[src/rsh_pkg.sv]
// Shared constants, codes and helper functions of the reference selector
package rsh_pkg;

  // ---------------------------------------------------------------------
  // Widths
  // ---------------------------------------------------------------------
  localparam int DAC_W    = 10;
  localparam int LOCK_W   = 16;
  localparam int MULT_W   = 15;
  localparam int CNTR_W   = 8;
  localparam int SEL_W    = 3;
  localparam int INPUTS   = 3;

  // ---------------------------------------------------------------------
  // Input choices and mode codes
  // ---------------------------------------------------------------------
  localparam logic [1:0] INPUT_ZERO    = 2'h0;
  localparam logic [1:0] INPUT_ONE     = 2'h1;
  localparam logic [1:0] INPUT_TWO     = 2'h2;
  localparam logic [1:0] CHOICE_HOLD   = 2'h3;
  localparam logic       EXIT_BY_LOSS  = 1'h0;

  // ---------------------------------------------------------------------
  // Status pin source codes
  // ---------------------------------------------------------------------
  localparam logic [SEL_W-1:0] STAT_LOW      = 3'h0;
  localparam logic [SEL_W-1:0] STAT_OUTER    = 3'h1;
  localparam logic [SEL_W-1:0] STAT_INNER    = 3'h2;
  localparam logic [SEL_W-1:0] STAT_BOTH     = 3'h3;
  localparam logic [SEL_W-1:0] STAT_HOLDOVER = 3'h4;
  localparam logic [SEL_W-1:0] STAT_DAC_ACQ  = 3'h5;

  // ---------------------------------------------------------------------
  // Reset values and tolerances
  // ---------------------------------------------------------------------
  localparam logic [DAC_W-1:0]  DAC_RESET  = 10'h200;
  localparam logic [DAC_W-1:0]  ACQ_TOL    = 10'h002;
  localparam logic [LOCK_W-1:0] LOCK_ZERO  = 16'h0000;
  localparam logic [LOCK_W-1:0] LOCK_ONE   = 16'h0001;
  localparam logic [LOCK_W-1:0] LOCK_MAX   = 16'hffff;
  localparam logic [MULT_W-1:0] MULT_ZERO  = 15'h0000;
  localparam logic [MULT_W-1:0] MULT_ONE   = 15'h0001;
  localparam logic [CNTR_W-1:0] CNTR_ZERO  = 8'h00;
  localparam logic [CNTR_W-1:0] CNTR_ONE   = 8'h01;
  localparam logic [DAC_W-1:0]  DAC_ONE    = 10'h001;

  // ---------------------------------------------------------------------
  // Holdover states
  // ---------------------------------------------------------------------
  typedef enum logic [1:0] {
    HO_RUN  = 2'b01,
    HO_HOLD = 2'b10
  } rsh_hold_type;

  // One-hot view of an input index
  function automatic logic [INPUTS-1:0] rsh_onehot(input logic [1:0] idx);
    rsh_onehot = (idx == INPUT_ZERO) ? 3'h1 :
                 (idx == INPUT_ONE)  ? 3'h2 :
                 (idx == INPUT_TWO)  ? 3'h4 : 3'h0;
  endfunction : rsh_onehot

  // Highest priority eligible input, zero first
  function automatic logic [1:0] rsh_priority(input logic [INPUTS-1:0] ok);
    rsh_priority = ok[0] ? INPUT_ZERO :
                   ok[1] ? INPUT_ONE  : INPUT_TWO;
  endfunction : rsh_priority

  function automatic logic [DAC_W-1:0] rsh_abs_diff(
    input logic [DAC_W-1:0] a,
    input logic [DAC_W-1:0] b);
    rsh_abs_diff = (a > b) ? a - b : b - a;
  endfunction : rsh_abs_diff

endpackage : rsh_pkg

[src/rsh_lock_if.sv]
// Phase comparison and lock flag carrier between selector and detectors
`timescale 1ns/1ps
interface rsh_lock_if;
  logic                       strobe;
  logic                       in_window;
  logic [rsh_pkg::LOCK_W-1:0] target;
  logic                       lock;

  modport ctrl (output strobe, output in_window, output target, input lock);
  modport det  (input strobe, input in_window, input target, output lock);
endinterface : rsh_lock_if

[src/rsh_lock_detect.sv]
// Digital lock detector: counts in-window comparisons, flags lock at a target
`timescale 1ns/1ps
module rsh_lock_detect (
  // Clock and reset
  input  wire logic clk_sys,
  input  wire logic nrst,
  // Comparison events and lock flag
  rsh_lock_if.det   cmp
);
  import rsh_pkg::*;

  logic [LOCK_W-1:0] count;
  logic              lock;

  wire [LOCK_W-1:0] inc_count = (count == LOCK_MAX) ? count : count + LOCK_ONE;
  wire [LOCK_W-1:0] next_count =
    !cmp.strobe   ? count :
    cmp.in_window ? inc_count : LOCK_ZERO;
  wire next_lock =
    !cmp.strobe   ? lock :
    cmp.in_window ? (inc_count >= cmp.target) : 1'b0;

  always_ff @(posedge clk_sys or negedge nrst) begin
    if (!nrst) begin
      count <= LOCK_ZERO;
      lock  <= 1'b0;
    end else begin
      count <= next_count;
      lock  <= next_lock;
    end
  end

  assign cmp.lock = lock;

  // ---------------------------------------------------------------------
  // Checks
  // ---------------------------------------------------------------------
  property p_miss_clears;
    @(posedge clk_sys) disable iff (!nrst)
      cmp.strobe && !cmp.in_window |=> !lock && count == LOCK_ZERO;
  endproperty
  a_miss_clears: assert property (p_miss_clears)
    else $error("lock not cleared after out-of-window comparison");

  property p_target_locks;
    @(posedge clk_sys) disable iff (!nrst)
      cmp.strobe && cmp.in_window && (inc_count >= cmp.target) |=> lock;
  endproperty
  a_target_locks: assert property (p_target_locks)
    else $error("lock flag missing at target count");

  property p_count_steps;
    @(posedge clk_sys) disable iff (!nrst)
      cmp.strobe && cmp.in_window && count != LOCK_MAX
        |=> count == $past(count) + LOCK_ONE;
  endproperty
  a_count_steps: assert property (p_count_steps)
    else $error("lock count did not step on in-window comparison");

endmodule : rsh_lock_detect

[src/rsh_ref_select.sv]
// Reference selection, lock status and holdover control of a dual loop
`timescale 1ns/1ps
// Summary of operation
// - Manual mode when both select enables clear
// - Choice 0/1/2 picks input zero/one/two
// - Manual mode runs chosen buffer regardless
// - Choice 3 holds; exit relocks chosen input
// - Pin mode picks input from pins
// - Polarity bit inverts select pin sense
// - Pin mode runs chosen buffer regardless
// - Automatic mode: fixed priority zero, one, two
// - Automatic mode needs buffer enable for eligibility
// - In-window comparison increments loop lock count
// - Lock flag asserts at programmed target
// - Status pins show outer, inner or both
// - Holdover only when holdover enable set
// - Fixed mode drives fixed value in holdover
// - Tracked mode drives tracked value in holdover
// - Acquired flag set; selectable on status pins
// - DAC updates every multiplier times counter ticks
// - Holdover: pump off, outer unlock, status set
// - Holdover exits by reprogram or returning input
// - Fixed enable overrides tracked value throughout holdover
module rsh_ref_select
  import rsh_pkg::*;
(
  // Clock and reset
  input  wire logic                       clk_sys,
  input  wire logic                       nrst,
  // Input selection configuration
  input  wire logic                       auto_select_enable,
  input  wire logic                       pin_select_enable,
  input  wire logic [1:0]                 manual_input_choice,
  input  wire logic [rsh_pkg::INPUTS-1:0] input_buffer_enable,
  input  wire logic                       select_pin_polarity,
  input  wire logic                       loss_of_signal_enable,
  input  wire logic                       holdover_exit_choice,
  // Holdover configuration
  input  wire logic                       holdover_enable,
  input  wire logic                       fixed_dac_enable,
  input  wire logic                       dac_tracking_enable,
  input  wire logic [rsh_pkg::DAC_W-1:0]  fixed_dac_value,
  input  wire logic [rsh_pkg::MULT_W-1:0] dac_rate_multiplier,
  input  wire logic [rsh_pkg::CNTR_W-1:0] dac_rate_counter,
  // Lock detect and status configuration
  input  wire logic [rsh_pkg::LOCK_W-1:0] loop1_lock_count_target,
  input  wire logic [rsh_pkg::LOCK_W-1:0] loop2_lock_count_target,
  input  wire logic [rsh_pkg::SEL_W-1:0]  status_pin_one_select,
  input  wire logic [rsh_pkg::SEL_W-1:0]  status_pin_two_select,
  // Select and status pins
  input  wire logic                       select_pin_zero,
  input  wire logic                       select_pin_one,
  input  wire logic                       status_pin_one_in,
  output logic                            status_pin_one_out,
  output logic                            status_pin_one_oe,
  output logic                            status_pin_two,
  // Reference monitors and loop events
  input  wire logic [rsh_pkg::INPUTS-1:0] loss_of_signal,
  input  wire logic                       loop1_pd_tick,
  input  wire logic                       loop1_compare_strobe,
  input  wire logic                       loop1_in_window,
  input  wire logic                       loop2_compare_strobe,
  input  wire logic                       loop2_in_window,
  input  wire logic [rsh_pkg::DAC_W-1:0]  loop1_tune_voltage,
  // Selection and holdover outputs
  output logic [1:0]                      active_input,
  output logic [rsh_pkg::INPUTS-1:0]      buffer_run,
  output logic                            holdover_status,
  output logic                            charge_pump_tristate,
  output logic                            loop1_lock,
  output logic                            loop2_lock,
  output logic [rsh_pkg::DAC_W-1:0]       loop1_tune_output,
  output logic [rsh_pkg::DAC_W-1:0]       dac_value_readback,
  output logic                            dac_acquired_flag
);
  import rsh_pkg::*;

  // ---------------------------------------------------------------------
  // Lock detectors
  // ---------------------------------------------------------------------
  rsh_lock_if outer_cmp ();
  rsh_lock_if inner_cmp ();

  assign outer_cmp.strobe    = loop1_compare_strobe;
  assign outer_cmp.in_window = loop1_in_window;
  assign outer_cmp.target    = loop1_lock_count_target;
  assign inner_cmp.strobe    = loop2_compare_strobe;
  assign inner_cmp.in_window = loop2_in_window;
  assign inner_cmp.target    = loop2_lock_count_target;

  rsh_lock_detect u_outer_lock (
    .clk_sys (clk_sys),
    .nrst    (nrst),
    .cmp     (outer_cmp.det)
  );

  rsh_lock_detect u_inner_lock (
    .clk_sys (clk_sys),
    .nrst    (nrst),
    .cmp     (inner_cmp.det)
  );

  // ---------------------------------------------------------------------
  // Mode decode
  // ---------------------------------------------------------------------
  wire manual_mode = !auto_select_enable && !pin_select_enable;
  wire pin_mode    = !auto_select_enable && pin_select_enable;
  // Automatic switching only acts with loss detection and loss-based exit
  wire auto_valid  = auto_select_enable && loss_of_signal_enable &&
                     (holdover_exit_choice == EXIT_BY_LOSS);

  // Pins are sampled as-is; the host has made them inputs
  wire [1:0] pin_code = {select_pin_one, select_pin_zero} ^
                        {2{select_pin_polarity}};
  // Code 3 uses status pin one: high picks input two, low asks holdover
  wire       pin_hold = (pin_code == CHOICE_HOLD) && !status_pin_one_in;
  wire [1:0] pin_pick = (pin_code == CHOICE_HOLD) ? INPUT_TWO : pin_code;

  wire [INPUTS-1:0] eligible     = input_buffer_enable & ~loss_of_signal;
  wire              any_eligible = |eligible;
  wire [1:0]        auto_pick    = rsh_priority(eligible);

  wire manual_hold = manual_mode && (manual_input_choice == CHOICE_HOLD);
  wire auto_hold   = auto_valid && !any_eligible;

  // Dropping the request, by reprogramming or a returning input, exits
  wire want_hold = holdover_enable &&
                   (manual_hold || (pin_mode && pin_hold) ||
                    auto_hold);

  // ---------------------------------------------------------------------
  // Active input
  // ---------------------------------------------------------------------
  // During a hold request the last input is kept; exit takes the new choice, pin pick or auto pick
  wire [1:0] next_active_input =
    manual_mode ? (manual_hold ? active_input
                               : manual_input_choice) :
    pin_mode    ? (pin_hold ? active_input : pin_pick) :
    (auto_valid && any_eligible) ? auto_pick :
    active_input;

  always_ff @(posedge clk_sys or negedge nrst) begin
    if (!nrst) begin
      active_input <= INPUT_ZERO;
    end else begin
      active_input <= next_active_input;
    end
  end

  // Manual and pin modes force the chosen buffer on
  assign buffer_run = input_buffer_enable |
                      ((manual_mode || pin_mode) ?
                       rsh_onehot(active_input) : 3'h0);

  // ---------------------------------------------------------------------
  // Holdover state
  // ---------------------------------------------------------------------
  rsh_hold_type hold_state;
  rsh_hold_type next_hold_state;

  always_comb begin
    next_hold_state = hold_state;
    unique case (hold_state)
      HO_RUN: begin
        if (want_hold) begin
          next_hold_state = HO_HOLD;
        end
      end
      HO_HOLD: begin
        if (!want_hold) begin
          next_hold_state = HO_RUN;
        end
      end
    endcase
  end

  always_ff @(posedge clk_sys or negedge nrst) begin
    if (!nrst) begin
      hold_state <= HO_RUN;
    end else begin
      hold_state <= next_hold_state;
    end
  end

  wire in_hold = (hold_state == HO_HOLD);

  assign holdover_status      = in_hold;
  assign charge_pump_tristate = in_hold;
  // Inner loop lock is untouched by holdover
  assign loop1_lock           = outer_cmp.lock && !in_hold;
  assign loop2_lock           = inner_cmp.lock;

  // ---------------------------------------------------------------------
  // Tracking DAC update rate
  // ---------------------------------------------------------------------
  // Zero settings behave as one so the divider never stalls
  logic [MULT_W-1:0] mult_count;
  logic [CNTR_W-1:0] cntr_count;

  wire [MULT_W-1:0] mult_last = (dac_rate_multiplier == MULT_ZERO) ?
                                MULT_ZERO : dac_rate_multiplier - MULT_ONE;
  wire [CNTR_W-1:0] cntr_last = (dac_rate_counter == CNTR_ZERO) ?
                                CNTR_ZERO : dac_rate_counter - CNTR_ONE;
  wire mult_wrap  = loop1_pd_tick && (mult_count >= mult_last);
  wire cntr_wrap  = mult_wrap && (cntr_count >= cntr_last);
  wire dac_update = cntr_wrap && dac_tracking_enable;

  always_ff @(posedge clk_sys or negedge nrst) begin
    if (!nrst) begin
      mult_count <= MULT_ZERO;
      cntr_count <= CNTR_ZERO;
    end else if (loop1_pd_tick) begin
      mult_count <= mult_wrap ? MULT_ZERO : mult_count + MULT_ONE;
      if (mult_wrap) begin
        cntr_count <= cntr_wrap ? CNTR_ZERO : cntr_count + CNTR_ONE;
      end
    end
  end

  // ---------------------------------------------------------------------
  // Tracking DAC
  // ---------------------------------------------------------------------
  // One LSB per update: a slow rate lets the held value lag the event
  logic [DAC_W-1:0] track_value;

  wire [DAC_W-1:0] next_track_value =
    (!dac_update || in_hold)            ? track_value :
    (track_value < loop1_tune_voltage)  ? track_value + DAC_ONE :
    (track_value > loop1_tune_voltage)  ? track_value - DAC_ONE :
    track_value;

  wire track_close =
    rsh_abs_diff(next_track_value, loop1_tune_voltage) <= ACQ_TOL;
  wire next_acquired = dac_tracking_enable &&
                       (dac_acquired_flag ||
                        (dac_update && !in_hold && track_close));

  always_ff @(posedge clk_sys or negedge nrst) begin
    if (!nrst) begin
      track_value       <= DAC_RESET;
      dac_acquired_flag <= 1'b0;
    end else begin
      track_value       <= next_track_value;
      dac_acquired_flag <= next_acquired;
    end
  end

  assign dac_value_readback = track_value;

  // Outside holdover the pin follows the closed loop tuning voltage
  wire [DAC_W-1:0] next_tune_output =
    !in_hold         ? loop1_tune_voltage :
    fixed_dac_enable ? fixed_dac_value :
    track_value;

  always_ff @(posedge clk_sys or negedge nrst) begin
    if (!nrst) begin
      loop1_tune_output <= DAC_RESET;
    end else begin
      loop1_tune_output <= next_tune_output;
    end
  end

  // ---------------------------------------------------------------------
  // Status pins
  // ---------------------------------------------------------------------
  function automatic logic status_source(input logic [SEL_W-1:0] sel);
    status_source =
      (sel == STAT_OUTER)    ? loop1_lock :
      (sel == STAT_INNER)    ? loop2_lock :
      (sel == STAT_BOTH)     ? (loop1_lock && loop2_lock) :
      (sel == STAT_HOLDOVER) ? in_hold :
      (sel == STAT_DAC_ACQ)  ? dac_acquired_flag : 1'b0;
  endfunction : status_source

  wire next_status_one = status_source(status_pin_one_select);
  wire next_status_two = status_source(status_pin_two_select);

  always_ff @(posedge clk_sys or negedge nrst) begin
    if (!nrst) begin
      status_pin_one_out <= 1'b0;
      status_pin_two     <= 1'b0;
    end else begin
      status_pin_one_out <= next_status_one;
      status_pin_two     <= next_status_two;
    end
  end

  // Pin select mode reads status pin one, so it is released then
  assign status_pin_one_oe = !pin_mode;

  // ---------------------------------------------------------------------
  // Checks
  // ---------------------------------------------------------------------
  property p_manual_pick;
    @(posedge clk_sys) disable iff (!nrst)
      manual_mode && manual_input_choice != CHOICE_HOLD
        |=> active_input == $past(manual_input_choice);
  endproperty
  a_manual_pick: assert property (p_manual_pick)
    else $error("manual choice not applied");

  property p_manual_hold;
    @(posedge clk_sys) disable iff (!nrst)
      manual_hold && holdover_enable ##1 manual_hold && holdover_enable
        |-> holdover_status && $stable(active_input);
  endproperty
  a_manual_hold: assert property (p_manual_hold)
    else $error("manual hold choice did not hold");

  property p_hold_needs_enable;
    @(posedge clk_sys) disable iff (!nrst)
      !holdover_enable |=> !holdover_status;
  endproperty
  a_hold_needs_enable: assert property (p_hold_needs_enable)
    else $error("holdover without enable");

  property p_auto_priority;
    @(posedge clk_sys) disable iff (!nrst)
      auto_valid && eligible[0] |=> active_input == INPUT_ZERO;
  endproperty
  a_auto_priority: assert property (p_auto_priority)
    else $error("highest priority input not chosen");

  property p_auto_eligible;
    @(posedge clk_sys) disable iff (!nrst)
      auto_valid && any_eligible
        |=> (rsh_onehot(active_input) & $past(eligible)) != 3'h0;
  endproperty
  a_auto_eligible: assert property (p_auto_eligible)
    else $error("ineligible input chosen");

  property p_pin_pick;
    @(posedge clk_sys) disable iff (!nrst)
      pin_mode && !pin_hold |=> active_input == $past(pin_pick);
  endproperty
  a_pin_pick: assert property (p_pin_pick)
    else $error("pin selection not applied");

  property p_buffer_forced;
    @(posedge clk_sys) disable iff (!nrst)
      (manual_mode || pin_mode)
        |-> (buffer_run & rsh_onehot(active_input)) != 3'h0;
  endproperty
  a_buffer_forced: assert property (p_buffer_forced)
    else $error("chosen buffer not running");

  property p_hold_effects;
    @(posedge clk_sys) disable iff (!nrst)
      holdover_status |-> charge_pump_tristate && !loop1_lock &&
                          (loop2_lock == inner_cmp.lock);
  endproperty
  a_hold_effects: assert property (p_hold_effects)
    else $error("holdover outputs wrong");

  property p_fixed_dac;
    @(posedge clk_sys) disable iff (!nrst)
      holdover_status && fixed_dac_enable
        |=> loop1_tune_output == $past(fixed_dac_value);
  endproperty
  a_fixed_dac: assert property (p_fixed_dac)
    else $error("fixed value not driven in holdover");

  property p_auto_exit;
    @(posedge clk_sys) disable iff (!nrst)
      holdover_status && auto_valid && any_eligible
        |=> !holdover_status;
  endproperty
  a_auto_exit: assert property (p_auto_exit)
    else $error("holdover not exited on returning input");

endmodule : rsh_ref_select

[config.mk]
export PLATFORM = sky130hd
export DESIGN_NAME = rsh_ref_select
export DESIGN_NICKNAME = d
export VERILOG_FILES = /design/src/rsh_pkg.sv /design/src/rsh_lock_if.sv /design/src/rsh_lock_detect.sv /design/src/rsh_ref_select.sv
export SDC_FILE = /design/constraint.sdc
export NUM_CORES = 1
export LEC_CHECK = 0
export ABC_AREA = 1
export BUFFER_PORTS_ARGS = -buffer_cell sky130_fd_sc_hd__clkbuf_2
export CAP_MARGIN = 40
export CORE_MARGIN = 1
export CORE_UTILIZATION = 38
export DETAILED_ROUTE_END_ITERATION = 6
export HOLD_SLACK_MARGIN = 0.12
export PLACE_DENSITY_LB_ADDON = 0.05
export SKIP_CTS_REPAIR_TIMING = 1
export SKIP_LAST_GASP = 1
export SYNTH_ARGS = -nofsm -noshare
export SYNTH_HDL_FRONTEND = slang
export SYNTH_HIERARCHICAL = 1
export SYNTH_SLANG_ARGS = --single-unit
[constraint.sdc]
create_clock -name clk_sys -period 7.2 [get_ports clk_sys]
set_input_delay 1.44 -clock clk_sys [delete_from_list [all_inputs] [get_ports clk_sys]]
set_output_delay 1.44 -clock clk_sys [all_outputs]
set_load 0.1 [all_outputs]
---- Word level (Yosys, flattened, before mapping) ----
Index checks and enable logic that the tools add are counted.
storage, ports and cells
  flip-flop bits (word level) ............. 84
  output and inout bits ................... 33
operators by class
  $add $sub $neg .......................... 10
  order comparisons ....................... 8
  eq/ne operators ......................... 22
  muxes and demuxes ....................... 41
  bitwise operators ....................... 5
  reduce and logical (&&, ||, !) cells .... 38
operators with widths
  kind                   count
  $mux 16                4
  $mux 10                6
  $add 16x1->16 const B  2
  $eq 16x16->1 const B   2
  $ge 16x16->1           2
  $mux 15                2
  $gt 10x10->1           2
  $mux 2                 10
  $sub 10x10->10         2
  $logic_and 1x1->1      18
  $mux 8                 2
  $add 15x1->15 const B  1
  $ge 15x15->1           1
  $logic_not 15->1       1
  $sub 15x1->15 const B  1
  $eq 3x2->1 const B     4
  $eq 3x3->1 const B     4
  $mux 1                 12
  $mux 3                 4
  $add 10x1->10 const B  1
  $le 10x2->1 const B    1
  $lt 10x10->1           1
  $sub 10x1->10 const B  1
  $add 8x1->8 const B    1
  other kinds (21)       39

---- Depth between registers and ports, before layout ----
  word-level depth ........................ 15
  gate-level depth with buffers ........... 45
  mapped depth without buffers ............ 44

---- By module ----
The synthesis kept the hierarchy.
modules (own cells, without submodules)
  module           instances  cells each  area each (um2)
  rsh_ref_select   1          732         4979.8
  rsh_lock_detect  2          258         1649.1

---- Worst setup path after synthesis ----
OpenSTA, ideal clock, no wires.
  path kind ............................... input-to-reg
  start ................................... input dac_rate_multiplier[0] (netlist name)
  end ..................................... register dac_acquired_flag
  setup time .............................. 0.073 ns
  data arrival time ....................... 6.372 ns
  data required time ...................... 7.127 ns
  path slack .............................. 0.755 ns
  stages on the path ...................... 40
  buffers on the path ..................... 1
  path through ............................ inv_1 ha_1 nand2_1 nor3_1 inv_1 nor3_1 nor3b_1 nand2_1 nand2_1 nand3_1 ha_1 nand2_1 nor2_2 nand2_1 nor2_1 nor2_1 nand3_2 nand3_4 [... 4 more ...] inv_1 ha_1 nand2_1 inv_1 nand2_2 or3_4 nand2_4 inv_2 buf_6 a2111oi_4 nand2_1 nand2_1 nand2_1 nand2_1 nand2_1 nor2_1 nor2_1 nor2_1
on the way
  word-level cells in the longest chain between the ends .. 15
  elaborated cells on any way between the ends .. 19
RTL lines
  what                                               RTL line                                      source
  start: declaration                                 rsh_ref_select.sv:43                          input wire logic [rsh_pkg::MULT_W-1:0] dac_rate_multiplier,
  $sub 15x1->15 or $logic_not 15->1 (tied branches)  rsh_ref_select.sv:201, rsh_ref_select.sv:200
  $mux 15 *                                          rsh_ref_select.sv:200                         wire [MULT_W-1:0] mult_last = (dac_rate_multiplier == MULT_ZERO) ?
  $ge 15x15->1 *                                     rsh_ref_select.sv:204                         wire mult_wrap = loop1_pd_tick && (mult_count >= mult_last);
  $logic_and 1x1->1 *                                rsh_ref_select.sv:204
  $logic_and 1x1->1 *                                rsh_ref_select.sv:205                         wire cntr_wrap = mult_wrap && (cntr_count >= cntr_last);
  $logic_and 1x1->1 *                                rsh_ref_select.sv:206                         wire dac_update = cntr_wrap && dac_tracking_enable;
  $logic_not 1->1 *                                  rsh_ref_select.sv:227                         (!dac_update || in_hold) ? track_value :
  $logic_or 1x1->1 *                                 rsh_ref_select.sv:227
  $mux 10 *                                          rsh_ref_select.sv:227
  named net next_track_value[7]                      rsh_ref_select.sv:226                         wire [DAC_W-1:0] next_track_value =
  $sub 10x10->10 or $gt 10x10->1 (tied branches)     rsh_pkg.sv:71                                 rsh_abs_diff = (a > b) ? a - b : b - a;
  $mux 10 *                                          rsh_pkg.sv:71
  $le 10x2->1 (not written as such) *                rsh_ref_select.sv:233                         rsh_abs_diff(next_track_value, loop1_tune_voltage) <= ACQ_TOL;
  $logic_and 1x1->1 *                                rsh_ref_select.sv:236                         (dac_update && !in_hold && track_close));
  $logic_or 1x1->1 *                                 rsh_ref_select.sv:235                         (dac_acquired_flag ||
  $logic_and 1x1->1 *                                rsh_ref_select.sv:234                         wire next_acquired = dac_tracking_enable &&
  named net next_acquired                            rsh_ref_select.sv:234
  end signal: assignment                             rsh_ref_select.sv:244                         dac_acquired_flag <= next_acquired;
  end: declaration                                   rsh_ref_select.sv:74                          output logic dac_acquired_flag
The timed path passes the listed nets; every way through them passes the cells marked *.
A chain may end at the register's enable or synchronous reset.

---- Worst setup path in the final report ----
Same ends and word-level chain as after synthesis.

==> impl_metrics.json <==
{
  "p_seq_frac": 0.297,
  "io_pins": 140,
  "seqCellArea_sq_um": 2110,
  "hold_violations": 0,
  "cts_sinks": 84,
  "grt_first_pass_wirelength_um": 36800,
  "irDropWorstVdd_mv": 0.328,
  "clkTransAtPathRegs_ns": 0.07,
  "drtAntennaViolNets": 0,
  "gp_congestion": 0.871,
  "crit_path_start": "dac_rate_multiplier[0]",
  "synth_nets": 1449,
  "fin_util": 0.451,
  "p_leak_uw": 0.00545,
  "tns_ns": 0,
  "swShare": 0.486,
  "fmax_ghz": 0.154,
  "syn-mean-instance-area_sq_um": 6.63,
  "die_w_um": 150,
  "layout_commonest_cell": "nand2_1",
  "final_area_sq_um": 9570,
  "htreeDepth": 3,
  "synth_cell_type_count": 53,
  "drv_cap": 0,
  "postSynthCellCount": 1248,
  "row_count": 53,
  "crit_path_max_incr_delay_ns": 0.38,
  "min_period_ns": 6.49,
  "fin_nets": 1586,
  "grt_pass1_vias": 7672,
  "cp_top_family": "simple AND/OR/NAND/NOR gates",
  "cp_slowest_cell": "or3_4",
  "grt-ovfl-total": 0,
  "skew_ns": 0.0122,
  "hold_path.startpoint": "u_outer_lock/cmp.lock",
  "dpl.cell_count": 1649,
  "synth.cell_area_sq_um": 8280,
  "multiInputGateArea_sq_um": 5270,
  "slew_violations": 0,
  "synth_enable_flop_cells": 0,
  "routed_wl_um": 22100,
  "grtUsageTotal": 0.207,
  "p_clk_frac": 0.223,
  "areaGrowthSynthToFinish_pct": 15.7,
  "worst_pin_slew_ns": 0.577,
  "synth_seq_cells": 84,
  "cpMostUsedCell": "nand2_1",
  "synthTopCellsByArea": "dfrtp_1 24%, nand2_1 15%, ha_1 14%",
  "postPlaceCellArea_sq_um": 9270,
  "reg2reg_from": "dac_value_readback[5]",
  "clockBufferDepth": 2,
  "required_ns": 7.47,
  "via_count": 8032,
  "combPwrFrac": 0.481,
  "worst-path-buf-inv": 7,
  "drc": 0,
  "cts-root-buf": "clkbuf_16",
  "preCtsSetupSlack_ns": 0.237,
  "fin_cells": 1665,
  "antennaDiodeCount": 0,
  "die_area_sq_um": 22400,
  "final.setup.worst_slack_ns": 0.712,
  "rsz0062_at_grt": "no",
  "grt_max_degree": 55,
  "die_y_um": 150,
  "p_switching_uw": 1040,
  "synthArstFlopShare": 1.00,
  "dp_hpwl_um": 18100,
  "yosys_warnings": 6,
  "intPower_uw": 1100,
  "antenna_found_initial": 0,
  "cts_buffers": 9,
  "synth_flop_cell": "dfrtp_1",
  "yosys.area.top_type": "dfrtp_1",
  "drt-pass1-iter-count": 5,
  "outcome": "completed",
  "crit_fanout": 11,
  "endpoint_kind": "register",
  "synth_top_area_share": 0.245,
  "finalCritPeriodShare": 0.901,
  "setup.worst_path.start_class": "primary input",
  "max_slew_margin": 0.613,
  "core_area_sq_um": 21200,
  "routedWlPerCell_um": 13.3,
  "portBuffers": 139,
  "worst-setup-path-type": "primary input to register",
  "p_per_area_nw_per_um2": 224,
  "layout_common_cells": "337 x nand2_1, 199 x inv_1, 138 x clkbuf_2",
  "fill_cells": 2323,
  "vias_per_cell": 4.82,
  "drt_iter0_drc": 308,
  "drive_gt1_frac": 0.168,
  "cp_data_arrival_time_ns": 6.76,
  "cts_tree": "done",
  "initial_core_util": 0.390,
  "ys_seq_area_frac": 0.254,
  "clk-insertion-delay-late_ns": 0.34,
  "hp-class": "register to register",
  "setup_violations": 0
}
[registers in the layout (all words and copies together), names as in the netlist, 2 cells and up]
signal	count
cntr_count	8
hold_state	2
u_inner_lock/count	16
dac_value_readback	10
u_outer_lock/count	16
loop1_tune_output	10
mult_count	15
active_input	2
[worst reg2reg max path, delay by kind of cell, from the launching register on]
kind            cells  cell delay (ns)
buf+inv             4             0.51
flops               1             0.45
simple gates       19             1.94
fa+ha+maj           3             0.90
xor+xnor            1             0.26
compound gates      3             0.47
[synth_stat cells, drive strengths merged (2+ instances only)]
master  count
nand2     368
inv       207
nor2      120
ha         93
nand3      84
dfrtp      81
o21ai      70
a21oi      68
nor3       23
xor2       22
nand4      21
buf        11
o21bai      8
clkbuf      7
a31oi       6
clkinv      6
or2         6
xnor2       6
a21o        5
and2        5
o21a        4
dfstp       3
nor3b       3
o22ai       3
a32o        2
nand3b      2
o211ai      2
[power by group through the flow]
stage,clock [uW],combinational [uW],sequential [uW]
final,477,1030,635
after global routing,510,1140,645
after CTS,494,1040,636
after detailed placement,0,1030,642
after global placement,0,1030,643
after floorplan,0,520,906
[path summary, 6_finish.rpt]
| check | to | slack, ns | cells past startpoint |
|---|---|---|---|
| worst max-delay path | dac_acquired_flag | 0.71 | 43 |
| worst min-delay path | u_outer_lock/cmp.lock | 0.49 | 2 |
| min in group asynchronous | u_outer_lock/count[0] | 0.99 | 1 |
| max in group asynchronous | loop1_tune_output[9] | 5.31 | 3 |
| worst max register to register | dac_acquired_flag | 2.61 | 30 |
| worst min register to register | u_outer_lock/cmp.lock | 0.49 | 2 |
[cell families after synthesis]
kind of cell,share of synthesized area
xor gates and xnor gates,0.0296
and+or+nand+nor,0.343
DFF,0.254
adders and majority gates,0.143
AOI/OAI and AO/OA,0.121
buffers and inverters,0.109
[per-layer routing]
metal  GRT usage  wire length, um  vias up
met5           0                0        -
met4      0.0449              314        0
met3      0.0430             1080       19
met2       0.342             9880      152
met1       0.275            10800     3586
li1            -                -     4275
[metrics by stage]
| step | power [uW] | hold WS [ns] |
|---|---|---|
| after global routing | 2290 | 0.564 |
| after detailed placement | 1680 | 0.484 |
| after global placement | 1670 | 0.468 |
| after CTS | 2170 | 0.501 |
| final | 2140 | 0.495 |
| after floorplan | 1430 | 0.449 |
[final cells by class]
cell class / count / share of cell area
clock inverter: 4 / 0.00523
multi-input combinational: 933 / 0.551
clock buffer: 12 / 0.0257
sequential: 84 / 0.220
tap: 275 / 0.0359
inverter: 213 / 0.0835
timing repair buffer: 144 / 0.0789
Power figures use the tool's default switching activity.
